**src/rtc_pkg.sv**
```systemverilog
package rtc_pkg;

  // Register byte offsets on the bus
  localparam logic [7:0] CONFIG_OFFSET = 8'h00;
  localparam logic [7:0] VALUE_HIGH_OFFSET = 8'h04;
  localparam logic [7:0] VALUE_LOW_OFFSET = 8'h08;
  localparam logic [7:0] ALARM_CONFIG_OFFSET = 8'h0C;
  localparam logic [7:0] ALARM_HIGH_OFFSET = 8'h10;
  localparam logic [7:0] ALARM_LOW_OFFSET = 8'h14;
  localparam logic [7:0] UNLOCK_OFFSET = 8'h18;

  // Configuration register fields
  localparam int RUN_ENABLE_BIT = 7;
  localparam int WRITE_ENABLE_BIT = 5;
  localparam int SYNC_FLAG_BIT = 4;
  localparam int HALF_SECOND_BIT = 3;
  localparam int POINTER_LSB = 0;

  // Digit field masks
  localparam logic [7:0] HOUR_MASK = 8'h3F;
  localparam logic [7:0] MIN_SEC_MASK = 8'h7F;
  localparam logic [7:0] WEEKDAY_MASK = 8'h07;

  // Unlock sequence bytes
  localparam logic [7:0] UNLOCK_FIRST = 8'h55;
  localparam logic [7:0] UNLOCK_SECOND = 8'hAA;

  // Calendar reset values and limits, BCD
  localparam logic [7:0] FIRST_DAY = 8'h01;
  localparam logic [7:0] FIRST_MONTH = 8'h01;
  localparam logic [7:0] LAST_SECOND = 8'h59;
  localparam logic [7:0] LAST_HOUR = 8'h23;
  localparam logic [7:0] LAST_MONTH = 8'h12;
  localparam logic [7:0] LAST_YEAR = 8'h99;
  localparam logic [7:0] LAST_WEEKDAY = 8'h06;

  // Timing
  localparam int CLOCK_PERIOD_NS = 10;
  localparam int HALF_SECOND_NS = 500000000;
  localparam int HALF_SECOND_CYCLES = HALF_SECOND_NS / CLOCK_PERIOD_NS;
  localparam int SYNC_LEAD_NS = 320;
  localparam int SYNC_LEAD_CYCLES = (SYNC_LEAD_NS + CLOCK_PERIOD_NS - 1) / CLOCK_PERIOD_NS;
  localparam int PRESC_WIDTH = 26;

  // AHB transfer type bit marking an active transfer
  localparam int HTRANS_ACTIVE_BIT = 1;
  localparam logic HRESP_OKAY = 1'b0;

  typedef enum logic [1:0] {
    UNLOCK_IDLE = 2'b00,
    UNLOCK_GOT_FIRST = 2'b01,
    UNLOCK_ARMED = 2'b10
  } unlock_state_t;

endpackage

```
**src/rtc_calendar_register_access.sv**
```systemverilog
// Notes on behaviour
// - Alarm hours: tens digit bits 5-4 (0-2), ones bits 3-0 (0-9).
// - Alarm hours write accepted only while timer write enable is set.
// - Alarm minutes: tens bits 6-4 (0-5), ones bits 3-0, bit 7 reads zero.
// - Alarm seconds: tens bits 6-4 (0-5), ones bits 3-0, bit 7 reads zero.
// - Years 2000-2099; every year divisible by four is leap.
// - February has 29 days in leap years, 28 otherwise.
// - All time registers of seconds and above writable; counting resumes from them.
// - Clock runs while config bit 7 set, also during software adjustment.
// - Writing minutes or seconds clears the prescaler; writing seconds also clears the half-second bit.
// - Timer register writes take effect in the write's own cycle.
// - Half-second field is read-only, toggled each half second and cleared by writing seconds.
// - Sync flag reads zero only while access is safe from rollover.
// - Timer register writes blocked unless config bit 5 is set.
// - Write enable settable only right after 0x55 then 0xAA to unlock register.
// - Config bits 1:0 select the register pair in the value windows.
// - High window access decrements the pointer, stopping at 00.
// - Pointer 00 shows minutes/seconds; 01 weekday/hours.
// - Alarm windows use their own pointer, decrementing to 00 (minutes/seconds).
//
// Our own choices: the address map and the AHB-Lite register port.
module rtc_calendar_register_access #(
  parameter int unsigned HALF_SECOND_CYCLES = rtc_pkg::HALF_SECOND_CYCLES
) (
  input wire logic clock,
  input wire logic resetn,
  input wire logic hsel,
  input wire logic [31:0] haddr,
  input wire logic [1:0] htrans,
  input wire logic hwrite,
  input wire logic [2:0] hsize,
  input wire logic [31:0] hwdata,
  input wire logic hready,
  output logic [31:0] hrdata,
  output logic hreadyout,
  output logic hresp
);

  typedef struct packed {
    logic runEnable;
    logic writeEnable;
    logic [1:0] ptr;
    logic [1:0] alarmPtr;
    rtc_pkg::unlock_state_t unlock;
    logic [rtc_pkg::PRESC_WIDTH-1:0] prescCount;
    logic halfSec;
    logic [7:0] sec;
    logic [7:0] min;
    logic [7:0] hour;
    logic [7:0] weekday;
    logic [7:0] day;
    logic [7:0] month;
    logic [7:0] year;
    logic [7:0] alarmHour;
    logic [7:0] alarmMin;
    logic [7:0] alarmSec;
    logic [7:0] alarmWeekday;
    logic dpValid;
    logic dpWrite;
    logic [7:0] dpAddr;
    logic readyOut;
    logic [31:0] readData;
    logic resp;
  } state_t;

  state_t s_q;
  state_t s_d;

  // BCD increment with wrap to first value after last
  function automatic logic [7:0] bcdNext(input logic [7:0] v, input logic [7:0] last, input logic [7:0] first);
    logic [7:0] r;
    r = v;
    if (v == last) begin
      r = first;
    end else if (v[3:0] == 4'h9) begin
      r = {v[7:4] + 4'h1, 4'h0};
    end else begin
      r = {v[7:4], v[3:0] + 4'h1};
    end
    return r;
  endfunction

  // Leap test on BCD year: divisible by four
  function automatic logic isLeap(input logic [7:0] y);
    logic r;
    r = 1'b0;
    if (!y[4]) begin
      r = (y[3:0] == 4'h0) || (y[3:0] == 4'h4) || (y[3:0] == 4'h8);
    end else begin
      r = (y[3:0] == 4'h2) || (y[3:0] == 4'h6);
    end
    return r;
  endfunction

  // Last day of month in BCD
  function automatic logic [7:0] lastDay(input logic [7:0] m, input logic [7:0] y);
    logic [7:0] r;
    r = 8'h31;
    case (m)
      8'h02: r = isLeap(y) ? 8'h29 : 8'h28;
      8'h04, 8'h06, 8'h09, 8'h11: r = 8'h30;
      default: r = 8'h31;
    endcase
    return r;
  endfunction

  // Pointer decrement, holding at zero
  function automatic logic [1:0] ptrDown(input logic [1:0] p);
    return (p == 2'b00) ? 2'b00 : p - 2'b01;
  endfunction

  logic syncFlag;
  logic halfTick;
  logic secondTick;
  logic [7:0] configRead;
  logic [7:0] valueHigh;
  logic [7:0] valueLow;
  logic [7:0] alarmHigh;
  logic [7:0] alarmLow;
  logic [7:0] wbyte;
  logic timerWrite;

  always_comb begin
    halfTick = s_q.runEnable && (s_q.prescCount == rtc_pkg::PRESC_WIDTH'(HALF_SECOND_CYCLES - 1));
    secondTick = halfTick && s_q.halfSec;
    syncFlag = s_q.runEnable && s_q.halfSec &&
      (s_q.prescCount >= rtc_pkg::PRESC_WIDTH'(HALF_SECOND_CYCLES - rtc_pkg::SYNC_LEAD_CYCLES));
    configRead = 8'h00;
    configRead[rtc_pkg::RUN_ENABLE_BIT] = s_q.runEnable;
    configRead[rtc_pkg::WRITE_ENABLE_BIT] = s_q.writeEnable;
    configRead[rtc_pkg::SYNC_FLAG_BIT] = syncFlag;
    configRead[rtc_pkg::HALF_SECOND_BIT] = s_q.halfSec;
    configRead[rtc_pkg::POINTER_LSB +: 2] = s_q.ptr;
    case (s_q.ptr)
      2'b00: begin
        valueHigh = s_q.min;
        valueLow = s_q.sec;
      end
      2'b01: begin
        valueHigh = s_q.weekday;
        valueLow = s_q.hour;
      end
      2'b10: begin
        valueHigh = s_q.month;
        valueLow = s_q.day;
      end
      default: begin
        valueHigh = 8'h00;
        valueLow = s_q.year;
      end
    endcase
    case (s_q.alarmPtr)
      2'b00: begin
        alarmHigh = s_q.alarmMin;
        alarmLow = s_q.alarmSec;
      end
      2'b01: begin
        alarmHigh = s_q.alarmWeekday;
        alarmLow = s_q.alarmHour;
      end
      default: begin
        alarmHigh = 8'h00;
        alarmLow = 8'h00;
      end
    endcase
  end

  always_comb begin
    s_d = s_q;
    wbyte = hwdata[7:0];
    timerWrite = s_q.dpValid && s_q.dpWrite && s_q.writeEnable;
    s_d.resp = rtc_pkg::HRESP_OKAY;

    // Free-running calendar chain
    if (s_q.runEnable) begin
      s_d.prescCount = halfTick ? '0 : s_q.prescCount + 1'b1;
      if (halfTick) begin
        s_d.halfSec = ~s_q.halfSec;
      end
    end
    if (secondTick) begin
      s_d.sec = bcdNext(s_q.sec, rtc_pkg::LAST_SECOND, 8'h00);
      if (s_q.sec == rtc_pkg::LAST_SECOND) begin
        s_d.min = bcdNext(s_q.min, rtc_pkg::LAST_SECOND, 8'h00);
        if (s_q.min == rtc_pkg::LAST_SECOND) begin
          s_d.hour = bcdNext(s_q.hour, rtc_pkg::LAST_HOUR, 8'h00);
          if (s_q.hour == rtc_pkg::LAST_HOUR) begin
            s_d.weekday = bcdNext(s_q.weekday, rtc_pkg::LAST_WEEKDAY, 8'h00);
            s_d.day = bcdNext(s_q.day, lastDay(s_q.month, s_q.year), rtc_pkg::FIRST_DAY);
            if (s_q.day == lastDay(s_q.month, s_q.year)) begin
              s_d.month = bcdNext(s_q.month, rtc_pkg::LAST_MONTH, rtc_pkg::FIRST_MONTH);
              if (s_q.month == rtc_pkg::LAST_MONTH) begin
                s_d.year = bcdNext(s_q.year, rtc_pkg::LAST_YEAR, 8'h00);
              end
            end
          end
        end
      end
    end

    // Bus address phase capture
    if (hready) begin
      s_d.dpValid = hsel && htrans[rtc_pkg::HTRANS_ACTIVE_BIT];
      s_d.dpWrite = hwrite;
      s_d.dpAddr = haddr[7:0];
      if (hsel && htrans[rtc_pkg::HTRANS_ACTIVE_BIT] && !hwrite) begin
        s_d.readyOut = 1'b0;
      end
    end

    // Any completed transfer closes the unlock window unless it advances it
    if (s_q.dpValid && (s_q.dpWrite || !s_q.readyOut)) begin
      s_d.unlock = rtc_pkg::UNLOCK_IDLE;
    end

    // Write data phase, applied on this edge
    if (s_q.dpValid && s_q.dpWrite) begin
      case (s_q.dpAddr)
        rtc_pkg::CONFIG_OFFSET: begin
          s_d.runEnable = wbyte[rtc_pkg::RUN_ENABLE_BIT];
          s_d.ptr = wbyte[rtc_pkg::POINTER_LSB +: 2];
          if (!wbyte[rtc_pkg::WRITE_ENABLE_BIT]) begin
            s_d.writeEnable = 1'b0;
          end else if (s_q.unlock == rtc_pkg::UNLOCK_ARMED) begin
            s_d.writeEnable = 1'b1;
          end
        end
        rtc_pkg::UNLOCK_OFFSET: begin
          if (wbyte == rtc_pkg::UNLOCK_FIRST) begin
            s_d.unlock = rtc_pkg::UNLOCK_GOT_FIRST;
          end else if (wbyte == rtc_pkg::UNLOCK_SECOND && s_q.unlock == rtc_pkg::UNLOCK_GOT_FIRST) begin
            s_d.unlock = rtc_pkg::UNLOCK_ARMED;
          end
        end
        rtc_pkg::VALUE_HIGH_OFFSET: begin
          s_d.ptr = ptrDown(s_q.ptr);
          if (timerWrite) begin
            case (s_q.ptr)
              2'b00: begin
                s_d.min = wbyte & rtc_pkg::MIN_SEC_MASK;
                s_d.prescCount = '0;
              end
              2'b01: s_d.weekday = wbyte & rtc_pkg::WEEKDAY_MASK;
              2'b10: s_d.month = wbyte;
              default: s_d.month = s_d.month;
            endcase
          end
        end
        rtc_pkg::VALUE_LOW_OFFSET: begin
          if (timerWrite) begin
            case (s_q.ptr)
              2'b00: begin
                s_d.sec = wbyte & rtc_pkg::MIN_SEC_MASK;
                s_d.prescCount = '0;
                s_d.halfSec = 1'b0;
              end
              2'b01: s_d.hour = wbyte & rtc_pkg::HOUR_MASK;
              2'b10: s_d.day = wbyte;
              default: s_d.year = wbyte;
            endcase
          end
        end
        rtc_pkg::ALARM_CONFIG_OFFSET: begin
          s_d.alarmPtr = wbyte[1:0];
        end
        rtc_pkg::ALARM_HIGH_OFFSET: begin
          s_d.alarmPtr = ptrDown(s_q.alarmPtr);
          if (timerWrite) begin
            case (s_q.alarmPtr)
              2'b00: s_d.alarmMin = wbyte & rtc_pkg::MIN_SEC_MASK;
              2'b01: s_d.alarmWeekday = wbyte & rtc_pkg::WEEKDAY_MASK;
              default: s_d.alarmMin = s_d.alarmMin;
            endcase
          end
        end
        rtc_pkg::ALARM_LOW_OFFSET: begin
          if (timerWrite) begin
            case (s_q.alarmPtr)
              2'b00: s_d.alarmSec = wbyte & rtc_pkg::MIN_SEC_MASK;
              2'b01: s_d.alarmHour = wbyte & rtc_pkg::HOUR_MASK;
              default: s_d.alarmSec = s_d.alarmSec;
            endcase
          end
        end
        default: s_d.dpValid = s_d.dpValid;
      endcase
    end

    // Read data phase, one wait state
    if (s_q.dpValid && !s_q.dpWrite && !s_q.readyOut) begin
      s_d.readyOut = 1'b1;
      s_d.readData = 32'h0000_0000;
      case (s_q.dpAddr)
        rtc_pkg::CONFIG_OFFSET: s_d.readData[7:0] = configRead;
        rtc_pkg::VALUE_HIGH_OFFSET: begin
          s_d.readData[7:0] = valueHigh;
          s_d.ptr = ptrDown(s_q.ptr);
        end
        rtc_pkg::VALUE_LOW_OFFSET: s_d.readData[7:0] = valueLow;
        rtc_pkg::ALARM_CONFIG_OFFSET: s_d.readData[7:0] = {6'h00, s_q.alarmPtr};
        rtc_pkg::ALARM_HIGH_OFFSET: begin
          s_d.readData[7:0] = alarmHigh;
          s_d.alarmPtr = ptrDown(s_q.alarmPtr);
        end
        rtc_pkg::ALARM_LOW_OFFSET: s_d.readData[7:0] = alarmLow;
        default: s_d.readData = 32'h0000_0000;
      endcase
    end
  end

  always_ff @(posedge clock) begin
    if (!resetn) begin
      s_q <= '0;
      s_q.unlock <= rtc_pkg::UNLOCK_IDLE;
      s_q.day <= rtc_pkg::FIRST_DAY;
      s_q.month <= rtc_pkg::FIRST_MONTH;
      s_q.readyOut <= 1'b1;
      s_q.resp <= rtc_pkg::HRESP_OKAY;
    end else begin
      s_q <= s_d;
    end
  end

  assign hrdata = s_q.readData;
  assign hreadyout = s_q.readyOut;
  assign hresp = s_q.resp;

endmodule // rtc_calendar_register_access

```
**config.mk**
```make
export PLATFORM = sky130hd
export DESIGN_NAME = rtc_calendar_register_access
export DESIGN_NICKNAME = d
export VERILOG_FILES = /design/src/rtc_pkg.sv /design/src/rtc_calendar_register_access.sv
export SDC_FILE = /design/constraint.sdc
export NUM_CORES = 1
export LEC_CHECK = 0
export ABC_AREA = 1
export BUFFER_PORTS_ARGS = -buffer_cell sky130_fd_sc_hd__buf_2
export CAP_MARGIN = 20
export CORE_MARGIN = 8
export CORE_UTILIZATION = 55
export DETAILED_ROUTE_END_ITERATION = 7
export HOLD_SLACK_MARGIN = 0.05
export PLACE_DENSITY = 0.76
export SYNTH_ARGS = -nofsm -noshare
export SYNTH_HDL_FRONTEND = slang
export SYNTH_SLANG_ARGS = --single-unit
```
**constraint.sdc**
```tcl
create_clock -name clock -period 3 [get_ports clock]
set_input_delay 0 -clock clock [delete_from_list [all_inputs] [get_ports clock]]
set_output_delay 0 -clock clock [all_outputs]
set_load 0.01 [all_outputs]
```
==> impl_metrics.csv, run 1 <==
group,metric,value,unit
route,wl,25.2,mm
setup_path,critPathMaxStageDelay,0.38,ns
clock_network,cts_made_buffers,17,
cells_and_area,n_fill_cell,1403,
power,internal_power,3.08,mW
global_routing,grt-ovfl-total,0,
setup_path,rrSetupSlack,0.19,ns
route,num_vias,8624,
yosys,synth_top_family_by_area,"simple AND/OR/NAND/NOR gates",
timing,layout_setup_ws,0.188,ns
global_routing,grt_max_degree,74,
cells_and_area,area_delta_synth_final,13.9,%
timing,timing.fmax,356,MHz
global_routing,antenna_found_initial,0,
setup_path,critPathMaxFanout,8,
yosys,syn_avg_cell_area,6.92,µm²
setup_path,path_buf_inv,2,
yosys,ys_async_sr_fraction,0,
power,p_leak,3.89,nW
floorplan,core.rowCount,45,
yosys,syn_area,8390,µm²
floorplan,dieArea,19500,µm²
placement,pre_cts_slack,0.160,ns
route,viasPerCell,5.84,
setup_path,reg2reg_to,"s_q[101]",
global_routing,grt_use_total,0.257,
clock_network,cts_sinks,133,
yosys,synthCells,1213,
setup_path,critical_path_arrival,3.15,ns
placement,gp_congestion,0.990,
clock_network,insertion_delay,0.43,ns
yosys,synth_cell_types,52,
setup_path,start_kind,"flop",
placement,portBuffers,30,
flow_run,drv_cap,0,
global_routing,grt_pass1_wl,40.6,mm
power,power_density,432,nW/µm²
timing,setup_violations,0,
floorplan,design.core.area,15000,µm²
power,max-vdd-ir-drop,0.000422,V
setup_path,reg2reg_depth,16,
yosys,ys_ff_latch,133,
floorplan,initial_core_util,0.558,
yosys,yosys_warnings,0,
floorplan,die_w,140,µm
yosys,synth_simple_gate_area_share,0.296,
worst_hold_path,min_to,"s_q[38]",
worst_hold_path,min_path_cells,3,
power,swShare,0.253,
yosys,synth-compound-area-share,0.198,
timing,slew_viol_final,0,
clock_network,cts_max_level,4,
timing,final-hold-violation-count,0,
power,p_clk_frac,0.520,
placement,dpl.hpwl,18.2,mm
clock_network,clkTransAtPathRegs,0.06,ns
floorplan,die_h,140,µm
worst_hold_path,holdCritStartpoint,"hready",
yosys,synth_edf_count,0,
route,wire_per_inst,17.1,µm
power,switchingPower,1.05,mW
route,firstDrtPassIters,5,
yosys,muxShareOfSynthArea,0,
placement,placed_cells,1411,
timing,tightest_slew,0.703,ns
worst_hold_path,hold_class,"input pin to flop",
route,drt-initial-drc-count,1114,
timing,hold_ws,0.120,ns
setup_path,crit_family,"simple AND/OR/NAND/NOR gates",
power,pwr-share-seq,0.432,
status,status,"finished clean",
cells_and_area,drive_gt1_frac,0.136,
cells_and_area,stdcell_count,1477,
setup_path,cpMaxStageDelayCell,"dfxtp_1",
setup_path,worstSetupEndpointType,"flop",
clock_network,cts_root_buf,"clkbuf_16",
global_routing,grt_pass1_vias,7890,
yosys,synth-xor-area-share,0.0261,
clock_network,cts_buffer_depth,2,
floorplan,io_pins,108,
setup_path,worstPathCellList,"nor3_2, nand3_1, nor4_2, nand3_1, nor3_2, ha_2, inv_4, nor2_4, nand2_4, nor2_8, nand2_4, nor2_4, inv_1, nor3_1, nor2_1, a211oi_2",
yosys,synth_ff_type,"dfxtp_1",
timing,fin_worst_skew,0.0112,ns
yosys,ys_seq_area_frac,0.317,
power,total_power,4.13,mW
power,comb_power_share,0.049,
timing,period_needed,2.81,ns
setup_path,crit_type,"flop to flop",
setup_path,r2r-start,"s_q[151]",
timing,final_min_period_over_clock_period,0.937,
timing,finalSetupTns,0,ns
route,drc_errors,0,
yosys,synthAdderAreaFrac,0.0373,
cells_and_area,layout_common_cells,"182 x nand2_1, 161 x inv_1, 131 x dfxtp_1",
cells_and_area,final_common_cell,"nand2_1",
cells_and_area,final_nets,1375,
timing,relSlewSlack,0.531,
cells_and_area,diodes,0,
timing,rsz0062_at_grt,"false",
route,drtAntennaViolNets,0,
clock_network,cts_tree,"yes",
setup_path,worstPathRequired,3.34,ns
## registers in the layout, indices dropped and copies added (netlist names)
signal and cells:
s_q 119, hrdata 8, configRead 5, hreadyout 1
## cell families (layout without fill, tap and decap cells)
kind of cell / count (synthesis) / in the layout
simple gates: 504 / 504
compound gates: 287 / 287
buf+inv: 238 / 290
flops: 133 / 133
fa+ha+maj: 25 / 25
xor+xnor: 25 / 25
other cells: 1 / 25
## area by class of cell
| class | count | area (µm²) | share of cell area |
|---|---|---|---|
| Clock buffer | 18 | 429 | 0.0449 |
| Clock inverter | 14 | 166 | 0.0174 |
| Inverter | 176 | 667 | 0.0698 |
| Multi-Input combinational cell | 866 | 4800 | 0.502 |
| Sequential cell | 133 | 2670 | 0.279 |
| Tap cell | 188 | 235 | 0.0246 |
| Timing Repair Buffer | 82 | 596 | 0.0623 |
## worst max path at each step
stage | from | endpoint | slack, ns | depth (start not counted)
floorplan | s_q[157] | s_q[83] | 0.51 | 19
global placement | s_q[157] | s_q[77] | 0.24 | 19
detailed placement | s_q[157] | s_q[101] | 0.16 | 18
CTS | s_q[157] | s_q[101] | 0.15 | 18
global route | s_q[151] | s_q[77] | 0.01 | 17
finish | s_q[151] | s_q[101] | 0.19 | 16
## worst reg2reg max path, stage by stage, from the launching register on
cell and delay, ns:
dfxtp_1 0.38, nor3_2 0.20, nand3_1 0.11, nor4_2 0.21, nand3_1 0.13, nor3_2 0.19
ha_2 0.23, inv_4 0.06, nor2_4 0.11, nand2_4 0.11, nor2_8 0.16, nand2_4 0.08
nor2_4 0.27, inv_1 0.10, nor3_1 0.16, nor2_1 0.08, a211oi_2 0.15
## per-stage QoR
step	utilization	instance area (µm²)
CTS	0.628	9430
detailed placement	0.573	8620
global placement	0.573	8620
floorplan	-	8480
global route	0.636	9560
finish	0.636	9560
## power groups by stage
stage               Combinational, mW  Clock [mW]  Sequential, mW
floorplan                       0.128           0            1.82
global placement                0.166           0            1.82
detailed placement              0.167           0            1.82
CTS                             0.190        2.15            1.78
global route                    0.214        2.24            1.78
finish                          0.200        2.15            1.78
## routing by layer
layer / share of wire / track usage / vias up / routed length (µm)
li1: - / - / 4156 / -
met4: 0.024 / 0.0895 / 0 / 610
met1: 0.42 / 0.327 / 3961 / 10500
met2: 0.47 / 0.420 / 446 / 11800
met3: 0.091 / 0.0568 / 61 / 2300
met5: 0 / 0 / - / 0
## synth_stat cells, drive strengths merged (10+ instances only)
cell type,number,area [µm²]
buf,49,335
xor2,22,193
nand2,197,797
a211oi,11,92.6
a22oi,10,75.1
nor2,149,721
a31oi,15,93.8
dfxtp,133,2660
nand4,34,234
o22ai,16,100
nand3,73,415
o211ai,13,97.6
a21oi,91,463
inv,174,653
clkbuf,13,48.8
nor3,38,228
ha,25,313
o21ai,109,549
## repair_timing
item,4_1_cts,5_1_grt
endpoints found under the setup margin,0,33
endpoints found under the hold margin,45,0
setup buffers,0,12
gates resized for setup,0,12
hold buffers,22,0
Note: power is estimated with default switching activity, not from simulation.
==> inputs of run 2 (changes only) <==
BUFFER_PORTS_ARGS = not set   (was -buffer_cell sky130_fd_sc_hd__buf_2)
DONT_BUFFER_PORTS = 1   (was not set)
PLACE_DENSITY = 0.7   (was 0.76)
==> run 2 against run 1 <==
  * Clock-buffer cell count decreased by 1
  * Clock skew about the same
  * Cell area is 0.30% higher
  * Via count up 0.45%
  * Core utilization increased by 0.19 points
  * Die area unchanged
  * Register-to-register slack hardly changed
  * Wire length rose by 4.2%
  * Largest cell class unchanged
  * Largest power group unchanged
  * Highest routed layer unchanged
==> impl_metrics.csv, run 2 (synthesis results as in run 1) <==
group,metric,value,unit
power,power_density,428,nW/µm²
cells_and_area,largest_reg_flops,119,
global_routing,grt_pass1_vias,8017,
global_routing,antenna_found_initial,1,
floorplan,io_pins,108,
timing,timing.fmax,355,MHz
setup_path,worstPathCellList,"inv_2, nand2_2, nor3_2, nand3_1, nor4_2, nand3_1, nor3_2, ha_2, inv_4, nor2_4, nand2_4, nor2_8, nand2_4, nor2_4, buf_4, o21ai_0, nor2_1, a211oi_2",
setup_path,r2r-start,"s_q[157]",
clock_network,cts_buffer_depth,2,
setup_path,rrSetupSlack,0.19,ns
worst_hold_path,min_path_cells,2,
timing,slew_viol_final,0,
cells_and_area,layout_common_cells,"182 x nand2_1, 161 x inv_1, 131 x dfxtp_1",
cells_and_area,top_register,"s_q",
setup_path,worstSetupEndpointType,"flop",
cells_and_area,final_util,0.638,
clock_network,clkTransAtPathRegs,0.07,ns
timing,relSlewSlack,0.395,
global_routing,grt_max_degree,74,
power,p_leak,3.87,nW
clock_network,cts_made_buffers,17,
floorplan,die_h,140,µm
worst_hold_path,holdCritStartpoint,"resetn",
power,max-vdd-ir-drop,0.000550,V
route,drtAntennaViolNets,0,
setup_path,critPathMaxStageDelay,0.33,ns
timing,final-hold-violation-count,0,
cells_and_area,final_common_cell,"nand2_1",
clock_network,insertion_delay,0.44,ns
timing,period_needed,2.81,ns
setup_path,crit_family,"simple AND/OR/NAND/NOR gates",
route,drt-initial-drc-count,943,
route,firstDrtPassIters,6,
cells_and_area,drive_gt1_frac,0.117,
setup_path,path_buf_inv,3,
global_routing,grt-ovfl-total,0,
placement,gp_congestion,0.945,
floorplan,dieArea,19500,µm²
worst_hold_path,hold_class,"input pin to flop",
floorplan,initial_core_util,0.558,
setup_path,reg2reg_depth,18,
clock_network,cts_root_buf,"clkbuf_16",
global_routing,grt_pass1_wl,42.0,mm
route,drc_errors,0,
placement,placed_cells,1380,
timing,layout_setup_ws,0.185,ns
timing,tightest_slew,0.907,ns
status,status,"finished clean",
setup_path,critical_path_arrival,3.10,ns
cells_and_area,final_nets,1361,
timing,setup_violations,0,
setup_path,cpMaxStageDelayCell,"dfxtp_2",
timing,final_min_period_over_clock_period,0.938,
placement,dpl.hpwl,18.4,mm
global_routing,grt_use_total,0.270,
floorplan,core.rowCount,45,
setup_path,crit_type,"flop to flop",
placement,pre_cts_slack,0.125,ns
floorplan,die_w,140,µm
cells_and_area,stdcell_count,1465,
placement,portBuffers,0,
clock_network,cts_sinks,133,
route,wire_per_inst,17.9,µm
setup_path,worstPathRequired,3.29,ns
flow_run,drv_cap,0,
floorplan,design.core.area,15000,µm²
setup_path,reg2reg_to,"s_q[101]",
setup_path,critPathMaxFanout,6,
route,num_vias,8663,
clock_network,cts_max_level,4,
route,wl,26.3,mm
route,viasPerCell,5.91,
setup_path,start_kind,"flop",
clock_network,cts_tree,"yes",
timing,fin_worst_skew,0.0112,ns
worst_hold_path,min_to,"s_q[43]",
cells_and_area,area_delta_synth_final,14.3,%
timing,hold_ws,0.200,ns
[run 2: repair_timing]
action / in CTS / in global routing
buffers inserted: 0 / 14
endpoints found under the hold margin: 99 / 0
hold buffers: 37 / 0
gates resized for setup: 0 / 16
setup endpoints to repair: 0 / 41
[run 2: where the power goes]
part	total, mW	internal (mW)	leakage [nW]	switching, mW
clock	2.11	1.18	0.288	0.927
combinational	0.212	0.0646	2.51	0.147
sequential	1.78	1.78	1.07	0.00750
total	4.10	3.02	3.87	1.08
[run 2: through the flow]
step / power, mW / cell area [µm²] / TNS (ns)
3_5_place_dp: 1.95 / 8460 / 0
5_1_grt: 4.19 / 9590 / -0.0440
3_3_place_gp: 1.94 / 8460 / 0
4_1_cts: 4.09 / 9430 / 0
6_report: 4.10 / 9590 / 0
2_1_floorplan: 1.95 / 8480 / 0
[run 2: layout make-up]
class | instances | area (µm²)
Antenna cell | 2 | 5.00
Clock buffer | 17 | 425
Clock inverter | 15 | 158
Fill cell | 1392 | 5440
Inverter | 176 | 667
Multi-Input combinational cell | 866 | 4810
Sequential cell | 133 | 2670
Tap cell | 188 | 235
Timing Repair Buffer | 68 | 624
[run 2: worst max path at each step]
stage          startpoint  endpoint  slack [ns]  cells past startpoint
2_1_floorplan    s_q[157]   s_q[83]        0.51                     19
3_3_place_gp     s_q[157]   s_q[77]        0.21                     19
3_5_place_dp     s_q[157]   s_q[81]        0.13                     19
4_1_cts          s_q[157]   s_q[81]        0.03                     19
5_1_grt          s_q[157]   s_q[94]       -0.02                     18
6_report         s_q[157]  s_q[101]        0.19                     18
[run 2: routing by layer]
layer  wire, µm  vias up  GRT usage
met3       2630       93     0.0691
met1      10600     3987      0.335
met5          0        -          0
met2      12000      439      0.433
met4       1040        0      0.120
li1           -     4144          -
==> inputs of run 3 (changes only) <==
--- a/config.mk
+++ b/config.mk
@@ -11,2 +11,3 @@
 export CORE_UTILIZATION = 55
+export CTS_CLUSTER_DIAMETER = 100
 export DETAILED_ROUTE_END_ITERATION = 7
==> constraint.sdc (replaced) <==
create_clock -name clock -period 3 [get_ports clock]
set_input_delay 0.45 -clock clock [delete_from_list [all_inputs] [get_ports clock]]
set_output_delay 0.45 -clock clock [all_outputs]
set_load 0.01 [all_outputs]
==> run 3 against run 2 <==
  * Final cell count is 3.5% lower
  * Flip-flop and latch count stayed put
  * Cell area is 5.2% lower
  * Largest cell class unchanged
  * Largest power group unchanged
  * Highest routed layer unchanged
==> impl_metrics.csv, run 3 (synthesis results as in run 1) <==
group,metric,value,unit
clock_network,cts_root_buf,"clkbuf_16",
timing,fin_worst_skew,0.0125,ns
clock_network,cts_tree,"yes",
clock_network,cts_sinks,133,
worst_hold_path,hold_class,"input pin to flop",
setup_path,critPathMaxFanout,7,
timing,period_needed,2.77,ns
floorplan,io_pins,108,
timing,final_min_period_over_clock_period,0.922,
clock_network,clkTransAtPathRegs,0.06,ns
floorplan,die_w,140,µm
cells_and_area,final_nets,1311,
route,firstDrtPassIters,6,
placement,placed_cell_area,8450,µm²
global_routing,antenna_found_initial,1,
cells_and_area,final_common_cell,"nand2_1",
floorplan,die_h,140,µm
power,power_density,446,nW/µm²
cells_and_area,diodes,0,
power,comb_power_share,0.032,
global_routing,grt_pass1_wl,38.9,mm
power,switchingPower,0.988,mW
power,pwr-share-seq,0.439,
setup_path,start_kind,"flop",
clock_network,cts_buffer_depth,2,
timing,relSlewSlack,0.416,
placement,dpl.hpwl,18.1,mm
clock_network,insertion_delay,0.43,ns
floorplan,initial_core_util,0.558,
placement,portBuffers,0,
power,max-vdd-ir-drop,0.000422,V
cells_and_area,top_register,"s_q",
timing,slew_viol_final,0,
clock_network,cts_made_buffers,17,
global_routing,grt_pass1_vias,7439,
route,num_vias,8234,
timing,setup_violations,0,
cells_and_area,drive_gt1_frac,0.105,
timing,timing.fmax,361,MHz
global_routing,grt_max_degree,75,
route,drt-initial-drc-count,862,
clock_network,cts_max_level,4,
flow_run,drv_cap,0,
floorplan,design.core.area,15000,µm²
placement,gp_congestion,0.945,
timing,rsz0062_at_grt,"true",
timing,finalSetupTns,0,ns
clock_network,ctsHoldBuffers,0,
setup_path,worstSetupEndpointType,"flop",
floorplan,dieArea,19500,µm²
setup_path,worstPathRequired,3.35,ns
cells_and_area,area_delta_synth_final,8.35,%
route,viasPerCell,5.83,
route,wl,24.3,mm
route,wire_per_inst,17.2,µm
timing,final-hold-violation-count,0,
timing,hold_ws,0.131,ns
cells_and_area,layout_common_cells,"184 x nand2_1, 161 x inv_1, 133 x dfxtp_1",
cells_and_area,fin_area,9090,µm²
power,p_leak,3.63,nW
route,drtAntennaViolNets,0,
setup_path,crit_type,"flop to flop",
cells_and_area,n_fill_cell,1432,
global_routing,grt-ovfl-total,0,
global_routing,grt_use_total,0.248,
cells_and_area,largest_reg_flops,119,
status,status,"finished clean",
route,drc_errors,0,
power,p_clk_frac,0.529,
power,swShare,0.243,
floorplan,core.rowCount,45,
timing,tightest_slew,0.876,ns
power,internal_power,3.07,mW
setup_path,critical_path_arrival,3.11,ns
-- run 3: power by group through the flow --
| stage | sequential (mW) | clock [mW] | combinational (mW) |
|---|---|---|---|
| 3_5_place_dp | 1.82 | 0 | 0.124 |
| 2_1_floorplan | 1.82 | 0 | 0.128 |
| 6_report | 1.78 | 2.15 | 0.129 |
| 5_1_grt | 1.78 | 2.23 | 0.141 |
| 3_3_place_gp | 1.82 | 0 | 0.123 |
| 4_1_cts | 1.78 | 2.16 | 0.125 |
-- run 3: path summary, 6_finish.rpt --
| kind | startpoint | to | slack [ns] | cells after the start |
|---|---|---|---|---|
| min | resetn | s_q[92] | 0.13 | 1 |
| max reg2reg | s_q[157] | s_q[101] | 0.23 | 18 |
| min reg2reg | s_q[61] | s_q[61] | 0.45 | 2 |
| max | s_q[157] | s_q[101] | 0.23 | 18 |
-- run 3: layout make-up --
| cell class | instances | area [µm²] | area share |
|---|---|---|---|
| well taps | 188 | 235 | 0.0259 |
| flip-flops and latches | 133 | 2660 | 0.293 |
| clock buffers | 18 | 439 | 0.0483 |
| multi-input cells | 866 | 4790 | 0.527 |
| repair buffers | 18 | 135 | 0.0149 |
| clock inverters | 14 | 165 | 0.0182 |
| inverters | 176 | 662 | 0.0728 |
-- run 3: routing by layer --
layer / share of wire / track usage
met5: 0 / 0
met4: 0.024 / 0.0884
met3: 0.098 / 0.0728
met2: 0.45 / 0.393
met1: 0.43 / 0.316
-- run 3: critical path, stage by stage, from the launching register on --
cell      delay (ns)
dfxtp_1         0.32
inv_1           0.10
nand2_1         0.08
nor3_1          0.13
nand3_1         0.09
nor4_1          0.17
nand3_1         0.14
nor3_2          0.15
ha_2            0.22
inv_2           0.09
nor2_4          0.15
nand2_4         0.11
nor2_8          0.13
nand2_4         0.09
nor2_4          0.25
inv_1           0.09
nor3_1          0.17
nor2_1          0.07
a211oi_2        0.13
-- run 3: through the flow --
| step | instances | setup WS, ns | utilization | power, mW |
|---|---|---|---|---|
| 2_1_floorplan | 1237 | 0.512 | - | 1.95 |
| 3_3_place_gp | 1379 | 0.209 | 0.562 | 1.94 |
| 3_5_place_dp | 1379 | 0.159 | 0.562 | 1.95 |
| 4_1_cts | 1411 | 0.167 | 0.602 | 4.07 |
| 5_1_grt | 1413 | -0.0327 | 0.605 | 4.16 |
| 6_report | 1413 | 0.233 | 0.605 | 4.06 |
-- run 3: what timing repair did --
action / in CTS / in global routing
gates resized for setup: 0 / 6
setup endpoints to repair: 0 / 17
buffers inserted: 0 / 2
